## src/logic/rcrf_pkg.sv

```systemverilog
package rcrf_pkg;
    // geometry
    localparam int          CHAN_N        = 4;            // receive channels
    localparam int          CHAR_BITS     = 10;           // bits per character
    localparam logic [3:0]  LAST_BIT      = 4'h9;         // bit count at natural wrap
    localparam logic [3:0]  HALF_CHAR     = 4'h5;         // clock high for counts below this
    // three-level select codes
    localparam logic [1:0]  SEL_LOW       = 2'h0;
    localparam logic [1:0]  SEL_MID       = 2'h1;
    localparam logic [1:0]  SEL_HIGH      = 2'h2;
    // framing patterns, earliest bit at msb
    localparam logic [7:0]  COMMA_POS     = 8'h3E;        // 00111110xx
    localparam logic [7:0]  COMMA_NEG     = 8'hC1;        // 11000001xx
    localparam logic [9:0]  K28_NEG       = 10'h0FA;      // 0011111010
    localparam logic [9:0]  K28_POS       = 10'h305;      // 1100000101
    // framer figures
    localparam logic [3:0]  STRETCH_MAX   = 4'h2;         // bit periods per char cycle
    localparam int          STD_SPAN_BITS = 50;           // two matches within this span
    localparam logic [5:0]  STD_GAP_MAX   = 6'(STD_SPAN_BITS - CHAR_BITS - 1);
    localparam logic [5:0]  ALT_GAP       = 6'(CHAR_BITS - 1); // back-to-back chars
    localparam logic [5:0]  SINCE_MAX     = 6'h3F;        // saturation
    localparam logic [2:0]  STD_MATCHES   = 3'h2;
    localparam logic [2:0]  ALT_MATCHES   = 3'h4;
    // link fault figures
    localparam logic [6:0]  NOTRANS_BITS  = 7'h3C;        // 60 bits without transition
    localparam logic [6:0]  IDLE_MAX      = 7'h7F;
    localparam logic [1:0]  TRANS_CHARS   = 2'h3;         // adjacent chars to release
    // range monitor
    localparam int          RANGE_PERIODS = 16000;        // training periods per sample
    localparam int          PPM_TOL       = 1500;
    // timing
    localparam int          CLK_PERIOD_NS = 100;
    localparam int          REENABLE_MS   = 2;
    localparam int          REENABLE_CYC  = REENABLE_MS * 1000000 / CLK_PERIOD_NS;
    typedef enum logic {RCRF_LF_FAULT, RCRF_LF_OK} rcrf_lf_e;
endpackage

```

## src/logic/rcrf_ptrn_match.sv

```systemverilog
`timescale 1ns/1ps
module rcrf_ptrn_match
(
    input  wire logic [rcrf_pkg::CHAR_BITS-1:0] i_window,      // last ten bits, newest at lsb
    input  wire logic [1:0]                     i_pattern_sel, // framing_pattern_sel
    output logic                                o_match        // selected pattern seen
);
    import rcrf_pkg::*;

    logic [7:0] head;  // eight leading bits of the window

    // comma uses eight bits: seven plus the inverted seventh, fewer false frames
    always_comb
    begin
        head = i_window[CHAR_BITS-1 -: 8];
        unique case (i_pattern_sel)
            SEL_MID:  o_match = (head == COMMA_POS) || (head == COMMA_NEG);
            SEL_HIGH: o_match = (i_window == K28_NEG) || (i_window == K28_POS);
            default:  o_match = 1'b0;  // low is a test setting, never frames
        endcase
    end
endmodule

```

## src/logic/rcrf_top.sv

```systemverilog
`timescale 1ns/1ps
module rcrf_top
#(
    parameter int CHAN_N       = rcrf_pkg::CHAN_N,        // channel count
    parameter int REENABLE_CYC = rcrf_pkg::REENABLE_CYC,  // blanking after re-enable
    parameter int RANGE_PER    = rcrf_pkg::RANGE_PERIODS  // training periods per sample
)
(
    input  wire logic                           i_clk,                          // bit clock
    input  wire logic                           i_reset_n,                      // sync reset
    input  wire logic                           i_training_clock,               // sampled training clock
    input  wire logic                           i_training_clock_half_rate_sel, // training at bit/20
    input  wire logic [1:0]                     i_speed_range_sel,              // low/mid/high
    input  wire logic [1:0]                     i_framing_pattern_sel,          // pattern choice
    input  wire logic [1:0]                     i_framer_mode_sel,              // framer variant
    input  wire logic                           i_framer_enable,                // all framers on
    input  wire logic                           i_output_clock_half_rate,       // char clock / 2
    input  wire logic [CHAN_N-1:0]              i_channel_enable,               // per channel on
    input  wire logic [CHAN_N-1:0]              i_serial_input_sel,             // alternate input
    input  wire logic [CHAN_N-1:0]              i_serial_in_a,                  // primary bit
    input  wire logic [CHAN_N-1:0]              i_serial_in_b,                  // alternate bit
    output logic [CHAN_N-1:0]                   o_recovered_char_clock,         // per channel
    output logic [CHAN_N-1:0]                   o_char_strobe,                  // char ready pulse
    output logic [rcrf_pkg::CHAR_BITS-1:0]      o_char [CHAN_N],                // framed chars
    output logic [CHAN_N-1:0]                   o_data_valid,                   // not blanked
    output logic [CHAN_N-1:0]                   o_link_fault_n,                 // low on fault
    output logic [CHAN_N-1:0]                   o_tracking_training,            // loop on reference
    output logic                                o_ref_char_tick,                // multiplier tick
    output logic                                o_config_reserved               // illegal speed combo
);
    import rcrf_pkg::*;

    localparam int          BLANK_W  = $clog2(REENABLE_CYC + 1);
    localparam int          RNG_W    = $clog2(RANGE_PER + 1);
    localparam logic [15:0] EXP_FULL = 16'(RANGE_PER);            // chars per sample
    localparam logic [15:0] EXP_HALF = 16'(2 * RANGE_PER);
    localparam logic [15:0] TOL      = 16'(RANGE_PER * PPM_TOL / 1000000);

    logic             ll_mode;          // low latency framer
    logic             alt_mode;         // four-in-a-row framer
    assign ll_mode  = (i_framer_mode_sel == SEL_LOW);
    assign alt_mode = (i_framer_mode_sel == SEL_HIGH);

    // training clock multiplier and range sampler state
    logic             trg_d_reg, trg_d_next;            // previous training level
    logic [15:0]      trg_per_reg, trg_per_next;        // clocks per training period
    logic [15:0]      trg_cnt_reg, trg_cnt_next;        // clocks since last rise
    logic [RNG_W-1:0] rng_reg, rng_next;                // training periods counted
    logic             tick_reg, tick_next;              // registered tick
    logic             rsv_reg, rsv_next;                // reserved config flag
    logic             trg_rise;                         // training rising edge
    logic             ref_tick;                         // character-rate tick
    logic             sample;                           // range sample instant

    // one tick per rise; half-rate training adds a midpoint tick
    always_comb
    begin
        trg_rise     = i_training_clock && !trg_d_reg;
        ref_tick     = trg_rise || (i_training_clock_half_rate_sel
                       && (trg_cnt_reg == (trg_per_reg >> 1)));
        sample       = trg_rise && (rng_reg == RNG_W'(RANGE_PER - 1));
        trg_d_next   = i_training_clock;
        trg_cnt_next = trg_rise ? 16'h0000 : trg_cnt_reg + 16'h0001;
        trg_per_next = trg_rise ? trg_cnt_reg + 16'h0001 : trg_per_reg;
        rng_next     = rng_reg;
        if (trg_rise)
        begin
            rng_next = sample ? '0 : rng_reg + RNG_W'(1);
        end
        tick_next    = ref_tick;
        rsv_next     = (i_speed_range_sel == SEL_LOW) && i_training_clock_half_rate_sel;
    end

    // registers only
    always_ff @(posedge i_clk)
    begin
        if (!i_reset_n)
        begin
            trg_d_reg   <= 1'b0;
            trg_per_reg <= '0;
            trg_cnt_reg <= '0;
            rng_reg     <= '0;
            tick_reg    <= 1'b0;
            rsv_reg     <= 1'b0;
        end
        else
        begin
            trg_d_reg   <= trg_d_next;
            trg_per_reg <= trg_per_next;
            trg_cnt_reg <= trg_cnt_next;
            rng_reg     <= rng_next;
            tick_reg    <= tick_next;
            rsv_reg     <= rsv_next;
        end
    end
    assign o_ref_char_tick   = tick_reg;
    assign o_config_reserved = rsv_reg;

    a_reserved_flag: assert property (@(posedge i_clk) disable iff (!i_reset_n)
        (i_speed_range_sel == SEL_LOW) && i_training_clock_half_rate_sel |=> o_config_reserved)
        else $error("reserved speed setting not flagged");

    genvar g;
    generate
        for (g = 0; g < CHAN_N; g++)
        begin : g_ch
            logic [19:0]        sh_reg, sh_next;        // received bits, newest at lsb
            logic [3:0]         cnt_reg, cnt_next;      // bit position in char clock
            logic [3:0]         pend_reg, pend_next;    // stretch bits still owed
            logic [3:0]         off_reg, off_next;      // data offset, multi-byte
            logic [3:0]         cand_reg, cand_next;    // boundary being counted
            logic [2:0]         mcnt_reg, mcnt_next;    // matches on candidate
            logic [5:0]         since_reg, since_next;  // bits since last match
            logic [9:0]         char_reg, char_next;    // framed character
            logic               stb_reg, stb_next;      // char strobe
            logic               rclk_reg, rclk_next;    // recovered char clock
            logic [6:0]         idle_reg, idle_next;    // bits without transition
            logic               ctr_reg, ctr_next;      // transition in this char
            logic [1:0]         tch_reg, tch_next;      // adjacent chars with transition
            rcrf_lf_e           lf_reg, lf_next;        // link fault state
            logic [15:0]        nch_reg, nch_next;      // chars in range window
            logic               trk_reg, trk_next;      // tracking training clock
            logic               en_reg, en_next;        // channel enable, delayed
            logic [BLANK_W-1:0] blk_reg, blk_next;      // re-enable blanking count
            logic               val_reg, val_next;      // data valid
            logic               lfn_reg, lfn_next;      // link fault output
            logic               bit_in;                 // selected serial bit
            logic               match;                  // pattern ends at this bit
            logic               wrap;                   // char clock wraps now
            logic               trans;                  // bit differs from previous
            logic [3:0]         stretch;                // stretch this cycle
            logic [3:0]         cand_new;               // boundary of this match
            logic [15:0]        expct;                  // expected chars per window
            logic [15:0]        diff;                   // rate error in chars

            // new input invalidates nothing here; caller waits for relock and reframe
            assign bit_in = i_serial_input_sel[g] ? i_serial_in_b[g] : i_serial_in_a[g];

            rcrf_ptrn_match u_match
            (
                .i_window      ({sh_reg[8:0], bit_in}),
                .i_pattern_sel (i_framing_pattern_sel),
                .o_match       (match)
            );

            // framer, char clock, link fault and range state
            always_comb
            begin
                sh_next   = {sh_reg[18:0], bit_in};
                stretch   = (pend_reg > STRETCH_MAX) ? STRETCH_MAX : pend_reg;
                wrap      = cnt_reg >= (LAST_BIT + (ll_mode ? stretch : 4'h0));
                cand_new  = LAST_BIT - cnt_reg;
                trans     = bit_in ^ sh_reg[0];
                cnt_next  = wrap ? 4'h0 : cnt_reg + 4'h1;
                pend_next = ll_mode ? ((wrap) ? pend_reg - stretch : pend_reg) : 4'h0;
                off_next  = off_reg;
                cand_next = cand_reg;
                mcnt_next = mcnt_reg;
                since_next = (since_reg == SINCE_MAX) ? since_reg : since_reg + 6'h01;
                // disabled framers start no new boundary; a low latency stretch already owed still runs out
                if (i_framer_enable && match && !trk_reg)
                begin
                    since_next = 6'h00;
                    if (ll_mode)
                    begin
                        // first match starts the stretch; clock moves, data offset 0
                        if (pend_reg == 4'h0 && cnt_reg != LAST_BIT)
                        begin
                            pend_next = cnt_reg + 4'h1;
                        end
                    end
                    else if (cand_new == cand_reg && mcnt_reg != 3'h0
                             && (alt_mode ? (since_reg == ALT_GAP)
                                          : (since_reg <= STD_GAP_MAX)))
                    begin
                        mcnt_next = mcnt_reg + 3'h1;
                        if (mcnt_next == (alt_mode ? ALT_MATCHES : STD_MATCHES))
                        begin
                            off_next  = cand_reg;
                            mcnt_next = 3'h0;
                        end
                    end
                    else
                    begin
                        cand_next = cand_new;
                        mcnt_next = 3'h1;
                    end
                end
                // off-range loop follows the reference tick instead of the data
                if (trk_reg && ref_tick)
                begin
                    cnt_next  = 4'h0;
                    pend_next = 4'h0;
                end
                char_next = wrap ? sh_next[(ll_mode ? 4'h0 : off_reg) +: CHAR_BITS] : char_reg;
                stb_next  = wrap;
                rclk_next = i_output_clock_half_rate ? (rclk_reg ^ wrap) : (cnt_next < HALF_CHAR);
                // transition density watch
                idle_next = trans ? 7'h00 : ((idle_reg == IDLE_MAX) ? idle_reg : idle_reg + 7'h01);
                ctr_next  = wrap ? 1'b0 : (ctr_reg | trans);
                tch_next  = tch_reg;
                if (wrap)
                begin
                    tch_next = (ctr_reg | trans) ? ((tch_reg == TRANS_CHARS) ? tch_reg : tch_reg + 2'h1)
                                                 : 2'h0;
                end
                unique case (lf_reg)
                    RCRF_LF_FAULT: lf_next = (tch_reg == TRANS_CHARS) ? RCRF_LF_OK : RCRF_LF_FAULT;
                    RCRF_LF_OK:    lf_next = (idle_reg > NOTRANS_BITS) ? RCRF_LF_FAULT : RCRF_LF_OK;
                endcase
                if (!i_channel_enable[g])
                begin
                    lf_next = RCRF_LF_FAULT;
                end
                // range monitor compares char count with the reference
                expct    = i_training_clock_half_rate_sel ? EXP_HALF : EXP_FULL;
                diff     = (nch_reg > expct) ? nch_reg - expct : expct - nch_reg;
                nch_next = sample ? 16'h0000 : (wrap ? nch_reg + 16'h0001 : nch_reg);
                trk_next = sample ? (diff > TOL) : trk_reg;
                // blanking after re-enable; a short trade against a lock detector
                en_next  = i_channel_enable[g];
                blk_next = (i_channel_enable[g] && !en_reg) ? BLANK_W'(REENABLE_CYC)
                         : ((blk_reg != '0) ? blk_reg - BLANK_W'(1) : blk_reg);
                val_next = i_channel_enable[g] && (blk_next == '0) && (lf_next == RCRF_LF_OK);
                lfn_next = (lf_next == RCRF_LF_OK) && i_channel_enable[g] && !trk_next;
            end

            // registers only
            always_ff @(posedge i_clk)
            begin
                if (!i_reset_n)
                begin
                    sh_reg <= '0; cnt_reg <= '0; pend_reg <= '0; off_reg <= '0;
                    cand_reg <= '0; mcnt_reg <= '0; since_reg <= SINCE_MAX; char_reg <= '0;
                    stb_reg <= 1'b0; rclk_reg <= 1'b0; idle_reg <= '0; ctr_reg <= 1'b0;
                    tch_reg <= '0; lf_reg <= RCRF_LF_FAULT; nch_reg <= '0; trk_reg <= 1'b0;
                    en_reg <= 1'b0; blk_reg <= '0; val_reg <= 1'b0; lfn_reg <= 1'b0;
                end
                else
                begin
                    sh_reg <= sh_next; cnt_reg <= cnt_next; pend_reg <= pend_next; off_reg <= off_next;
                    cand_reg <= cand_next; mcnt_reg <= mcnt_next; since_reg <= since_next;
                    char_reg <= char_next; stb_reg <= stb_next; rclk_reg <= rclk_next;
                    idle_reg <= idle_next; ctr_reg <= ctr_next; tch_reg <= tch_next; lf_reg <= lf_next;
                    nch_reg <= nch_next; trk_reg <= trk_next; en_reg <= en_next; blk_reg <= blk_next;
                    val_reg <= val_next; lfn_reg <= lfn_next;
                end
            end

            assign o_recovered_char_clock[g] = rclk_reg;
            assign o_char_strobe[g]          = stb_reg;
            assign o_char[g]                 = char_reg;
            assign o_data_valid[g]           = val_reg;
            assign o_link_fault_n[g]         = lfn_reg;
            assign o_tracking_training[g]    = trk_reg;

            a_stretch_limit: assert property (@(posedge i_clk) disable iff (!i_reset_n)
                wrap |-> cnt_reg <= LAST_BIT + STRETCH_MAX)
                else $error("char clock stretched too far");
            a_disabled_hold: assert property (@(posedge i_clk) disable iff (!i_reset_n)
                !i_framer_enable && pend_reg == 4'h0 |=> $stable(off_reg) && pend_reg == 4'h0)
                else $error("boundary moved with framer disabled");
            a_ll_latency: assert property (@(posedge i_clk) disable iff (!i_reset_n)
                ll_mode && i_framer_enable && match && !trk_reg && pend_reg == 4'h0
                && cnt_reg != LAST_BIT |=> ##[0:90] pend_reg == 4'h0)
                else $error("low latency alignment too slow");
            a_alt_commit: assert property (@(posedge i_clk) disable iff (!i_reset_n)
                off_reg != $past(off_reg) && $past(alt_mode) |-> $past(mcnt_reg) == 3'h3
                && $past(since_reg) == ALT_GAP)
                else $error("alternate framer moved early");
            a_std_commit: assert property (@(posedge i_clk) disable iff (!i_reset_n)
                off_reg != $past(off_reg) && !$past(alt_mode) |-> $past(mcnt_reg) == 3'h1
                && $past(since_reg) <= STD_GAP_MAX)
                else $error("standard framer moved early");
            a_restart_count: assert property (@(posedge i_clk) disable iff (!i_reset_n)
                i_framer_enable && match && !trk_reg && !ll_mode && cand_new != cand_reg
                |=> mcnt_reg == 3'h1 && cand_reg == $past(cand_new))
                else $error("count not restarted on new boundary");
            a_fault_set: assert property (@(posedge i_clk) disable iff (!i_reset_n)
                idle_reg > NOTRANS_BITS |=> ##1 !o_link_fault_n[g])
                else $error("idle line not flagged");
            a_range_track: assert property (@(posedge i_clk) disable iff (!i_reset_n)
                sample && diff > TOL |=> o_tracking_training[g] && !o_link_fault_n[g])
                else $error("out of range not tracked");
        end
    endgenerate
endmodule

```

## config.mk

```make
export PLATFORM = sky130hd
export DESIGN_NAME = rcrf_top
export DESIGN_NICKNAME = d
export VERILOG_FILES = /design/src/logic/rcrf_pkg.sv /design/src/logic/rcrf_ptrn_match.sv /design/src/logic/rcrf_top.sv
export SDC_FILE = /design/constraint.sdc
export NUM_CORES = 1
export LEC_CHECK = 0
export BUFFER_PORTS_ARGS = -buffer_cell sky130_fd_sc_hd__clkbuf_2
export CAP_MARGIN = 25
export CORE_MARGIN = 4
export CORE_UTILIZATION = 45
export DETAILED_ROUTE_END_ITERATION = 8
export HOLD_SLACK_MARGIN = 0.02
export PLACE_DENSITY_LB_ADDON = 0.15
export SLEW_MARGIN = 20
export SYNTH_ARGS = -nofsm -noshare
export SYNTH_HDL_FRONTEND = slang
export SYNTH_SLANG_ARGS = --single-unit
```

## constraint.sdc

```tcl
create_clock -name i_clk -period 4.44 [get_ports i_clk]
set_input_delay 0.222 -clock i_clk [delete_from_list [all_inputs] [get_ports i_clk]]
set_output_delay 0.222 -clock i_clk [all_outputs]
set_load 0.02 [all_outputs]
```

==> run metrics <==
sequential fraction of the synthesis area 0.351; switch share 0.302; vias in the first global route 21300; CTS tree built; Layout area overhead 11.6%; Setup Fix Bufs, Post-CTS 0; combinational share of power 0.227; # diodes 0; Post-DRT Antenna Nets 0; largest net degree at the start of global routing 64; relative slew slack 0.356; Async S/R FF share, synth 0; CTS Buf Count 51; Clk pwr share 0.375; Max-Cap Viols 0; sinks on the clock net between 400 and 500; Die Wd 248 µm; synth unique cells between 80 and 90; gr usage total 0.209; cell area after synthesis 26000 µm²; Max Transition Viols Final 0; Final Hold Vio Count 0; WL final about 65 mm; yosys synthesis warning count 0; post-DR wirelength/cell between 15 and 20 µm; Die Area between 60000 and 70000 µm²; Tightest Pin Transition 959 ps; Period Utilization, post-route 0.753; Starting Density 0.458; #FFs+latches synth roughly 460; synthesized instance count 3105; CP Capture Type register; DRC violations left 0; clock-pin slew on the worst setup and hold paths ~60 ps; final setup fails 0; Row Count between 80 and 90; outcome complete, no violations; grt total ovfl 0; Iteration-0 DRC Markers roughly 1300; critical path cell sequence inv_1, ha_1, or4b_4, or4_4, o22ai_1, o21ai_1, and3_1, nor4_2, a31oi_1, and2_1; WP data required 4920 ps; Hold Path Class input port to register; Nets approximately 3300; Final TNS setup 0 ps; syn avg cell area 8.37 µm²; layout cells sized above 1 0.0949; Flop pwr share 0.398; Via Count between 20000 and 25000; htree depth 2; slowest stage delay, CP roughly 560 ps; Post-DP HPWL ~47 mm; Skew-Pair Late Insertion Delay approximately 590 ps; Fillers about 5400; CORE AREA 56800 µm²; number of synthesized flops with an enable pin 0; critical path type register to register; Critical-path top delay cell or4_4; Bufs on Longest Clock Path 3; RSZ-0062 raised after global routing false; Power, Total between 10 and 15 mW; internal power roughly 8.5 mW; via-per-instance ratio 5.57; Die Ht about 250 µm; P per Cell Area approximately 420 nW/µm²; Critical Path Source Type register; Net Switching ~3.7 mW; first-pass GRT wire length about 110 mm; Leak ~12 nW; Arrival @ worst endpoint ~3800 ps; Main synth FF type dfxtp_1; GP Congestion ~0.90; I/O Pins 90; CTS Root Cell clkbuf_16; initial antenna violation count 1; Final min period 3340 ps; Port Buffer Count 89; post-cts resize count 0; max FFs per register 76; peak supply drop about 0.27 mV; skew final 21.9 ps; f_max 299 MHz; CP Max Fanout 6; Detailed Routing Iterations Pass 1 5
[metrics by stage]
step	setup WS, ps	cell area (µm²)	utilization	hold slack [ps]	instances
4_1_cts	1110	29000	0.511	104	3939
6_report	1100	29000	0.511	134	3939
2_1_floorplan	898	26000	-	299	3111
3_5_place_dp	627	27100	0.476	389	3833
5_1_grt	901	29000	0.511	158	3939
3_3_place_gp	730	27100	0.476	399	3833
[cells in the mapped netlist (13+ instances only)]
cell type	count	area, µm²
o22ai_1	22	138
nand3_1	120	601
buf_2	13	65.1
mux4_2	21	473
dfxtp_1	456	9130
nor2_1	398	1490
o22a_1	16	140
clkbuf_1	122	458
mux2_2	24	270
nor2b_1	27	169
a22oi_1	13	97.6
a21o_1	24	180
or2_2	15	93.8
mux2i_1	147	1470
nand2b_1	34	213
a21oi_1	178	891
nand2_1	212	796
a31oi_1	27	169
and3_1	45	282
nand4b_1	13	114
buf_4	22	165
nor4_1	28	175
inv_1	121	454
nand4_1	45	282
or3_1	34	213
xnor2_1	134	1170
and2_1	98	613
o211ai_1	24	180
xor2_1	92	806
nand3b_1	16	120
ha_1	128	1600
nor3_1	83	415
o2111ai_1	13	114
o21ai_0	120	601
a211oi_1	62	465
[per-layer routing]
layer / wire [µm] / GRT usage / vias up
li1: - / - / 11000
met1: 30800 / 0.284 / 10400
met2: 29400 / 0.346 / 453
met3: 2910 / 0.0308 / 106
met4: 1880 / 0.0637 / 2
met5: 13 / 0 / -
[path summary, 6_finish.rpt]
check | slack [ps] | to | from | cells after the start
worst max register to register | 1100 | g_ch[0].trk_reg | g_ch[0].nch_reg[0] | 10
worst min register to register | 450 | g_ch[3].char_reg[3] | g_ch[3].char_reg[3] | 2
worst max-delay path | 1100 | g_ch[0].trk_reg | g_ch[0].nch_reg[0] | 10
worst min-delay path | 130 | g_ch[1].rclk_reg | i_output_clock_half_rate | 2
[power by group through the flow]
| stage | combinational (mW) | sequential [mW] | clock, mW |
|---|---|---|---|
| 6_report | 2.76 | 4.83 | 4.55 |
| 5_1_grt | 3.12 | 4.89 | 4.86 |
| 4_1_cts | 2.76 | 4.82 | 4.69 |
| 3_5_place_dp | 2.74 | 4.91 | 0 |
| 3_3_place_gp | 2.66 | 4.89 | 0 |
| 2_1_floorplan | 2.11 | 4.86 | 0 |
[worst max-delay path, delay by kind of cell (launching register included)]
kind	cells	cell delay [ps]
AO/OA/AOI/OAI	3	760
flip-flops	1	330
adder cells (fa/ha/maj)	1	260
buffers and inverters	1	130
AND/OR/NAND/NOR	5	1760
[area by class of cell]
type | count | area [µm²] | share of cell area
Multi-Input combinational cell | 2367 | 15700 | 0.542
Sequential cell | 456 | 9130 | 0.315
Clock buffer | 68 | 1460 | 0.0504
Tap cell | 756 | 946 | 0.0326
Timing Repair Buffer | 145 | 913 | 0.0315
Inverter | 122 | 460 | 0.0159
Clock inverter | 25 | 363 | 0.0125
[cells in the final DEF (no fill, tap or decap), types with 120 or more instances in the layout]
| master | n |
|---|---|
| a21oi_1 | 178 |
| dfxtp_1 | 456 |
| ha_1 | 128 |
| inv_1 | 120 |
| mux2i_1 | 147 |
| nand2_1 | 212 |
| nand3_1 | 120 |
| nor2_1 | 397 |
| o21ai_0 | 120 |
| xnor2_1 | 134 |
[cell families (layout without fill, tap and decap cells)]
group	count (synthesis)	after routing	synth area share
AOI/OAI and AO/OA	578	578	0.141
DFF	456	456	0.351
muxes	192	192	0.0852
other	2	8	0.000289
and+or+nand+nor	1231	1231	0.236
xor gates and xnor gates	226	226	0.0761
adders and majority gates	132	132	0.0647
buffers and inverters	288	360	0.0457
[repair_timing]
action / CTS / global route
endpoints found under the hold margin: 14 / 0
setup endpoints to repair: 0 / 0
hold buffers: 13 / 0
Power figures use the tool's default switching activity.
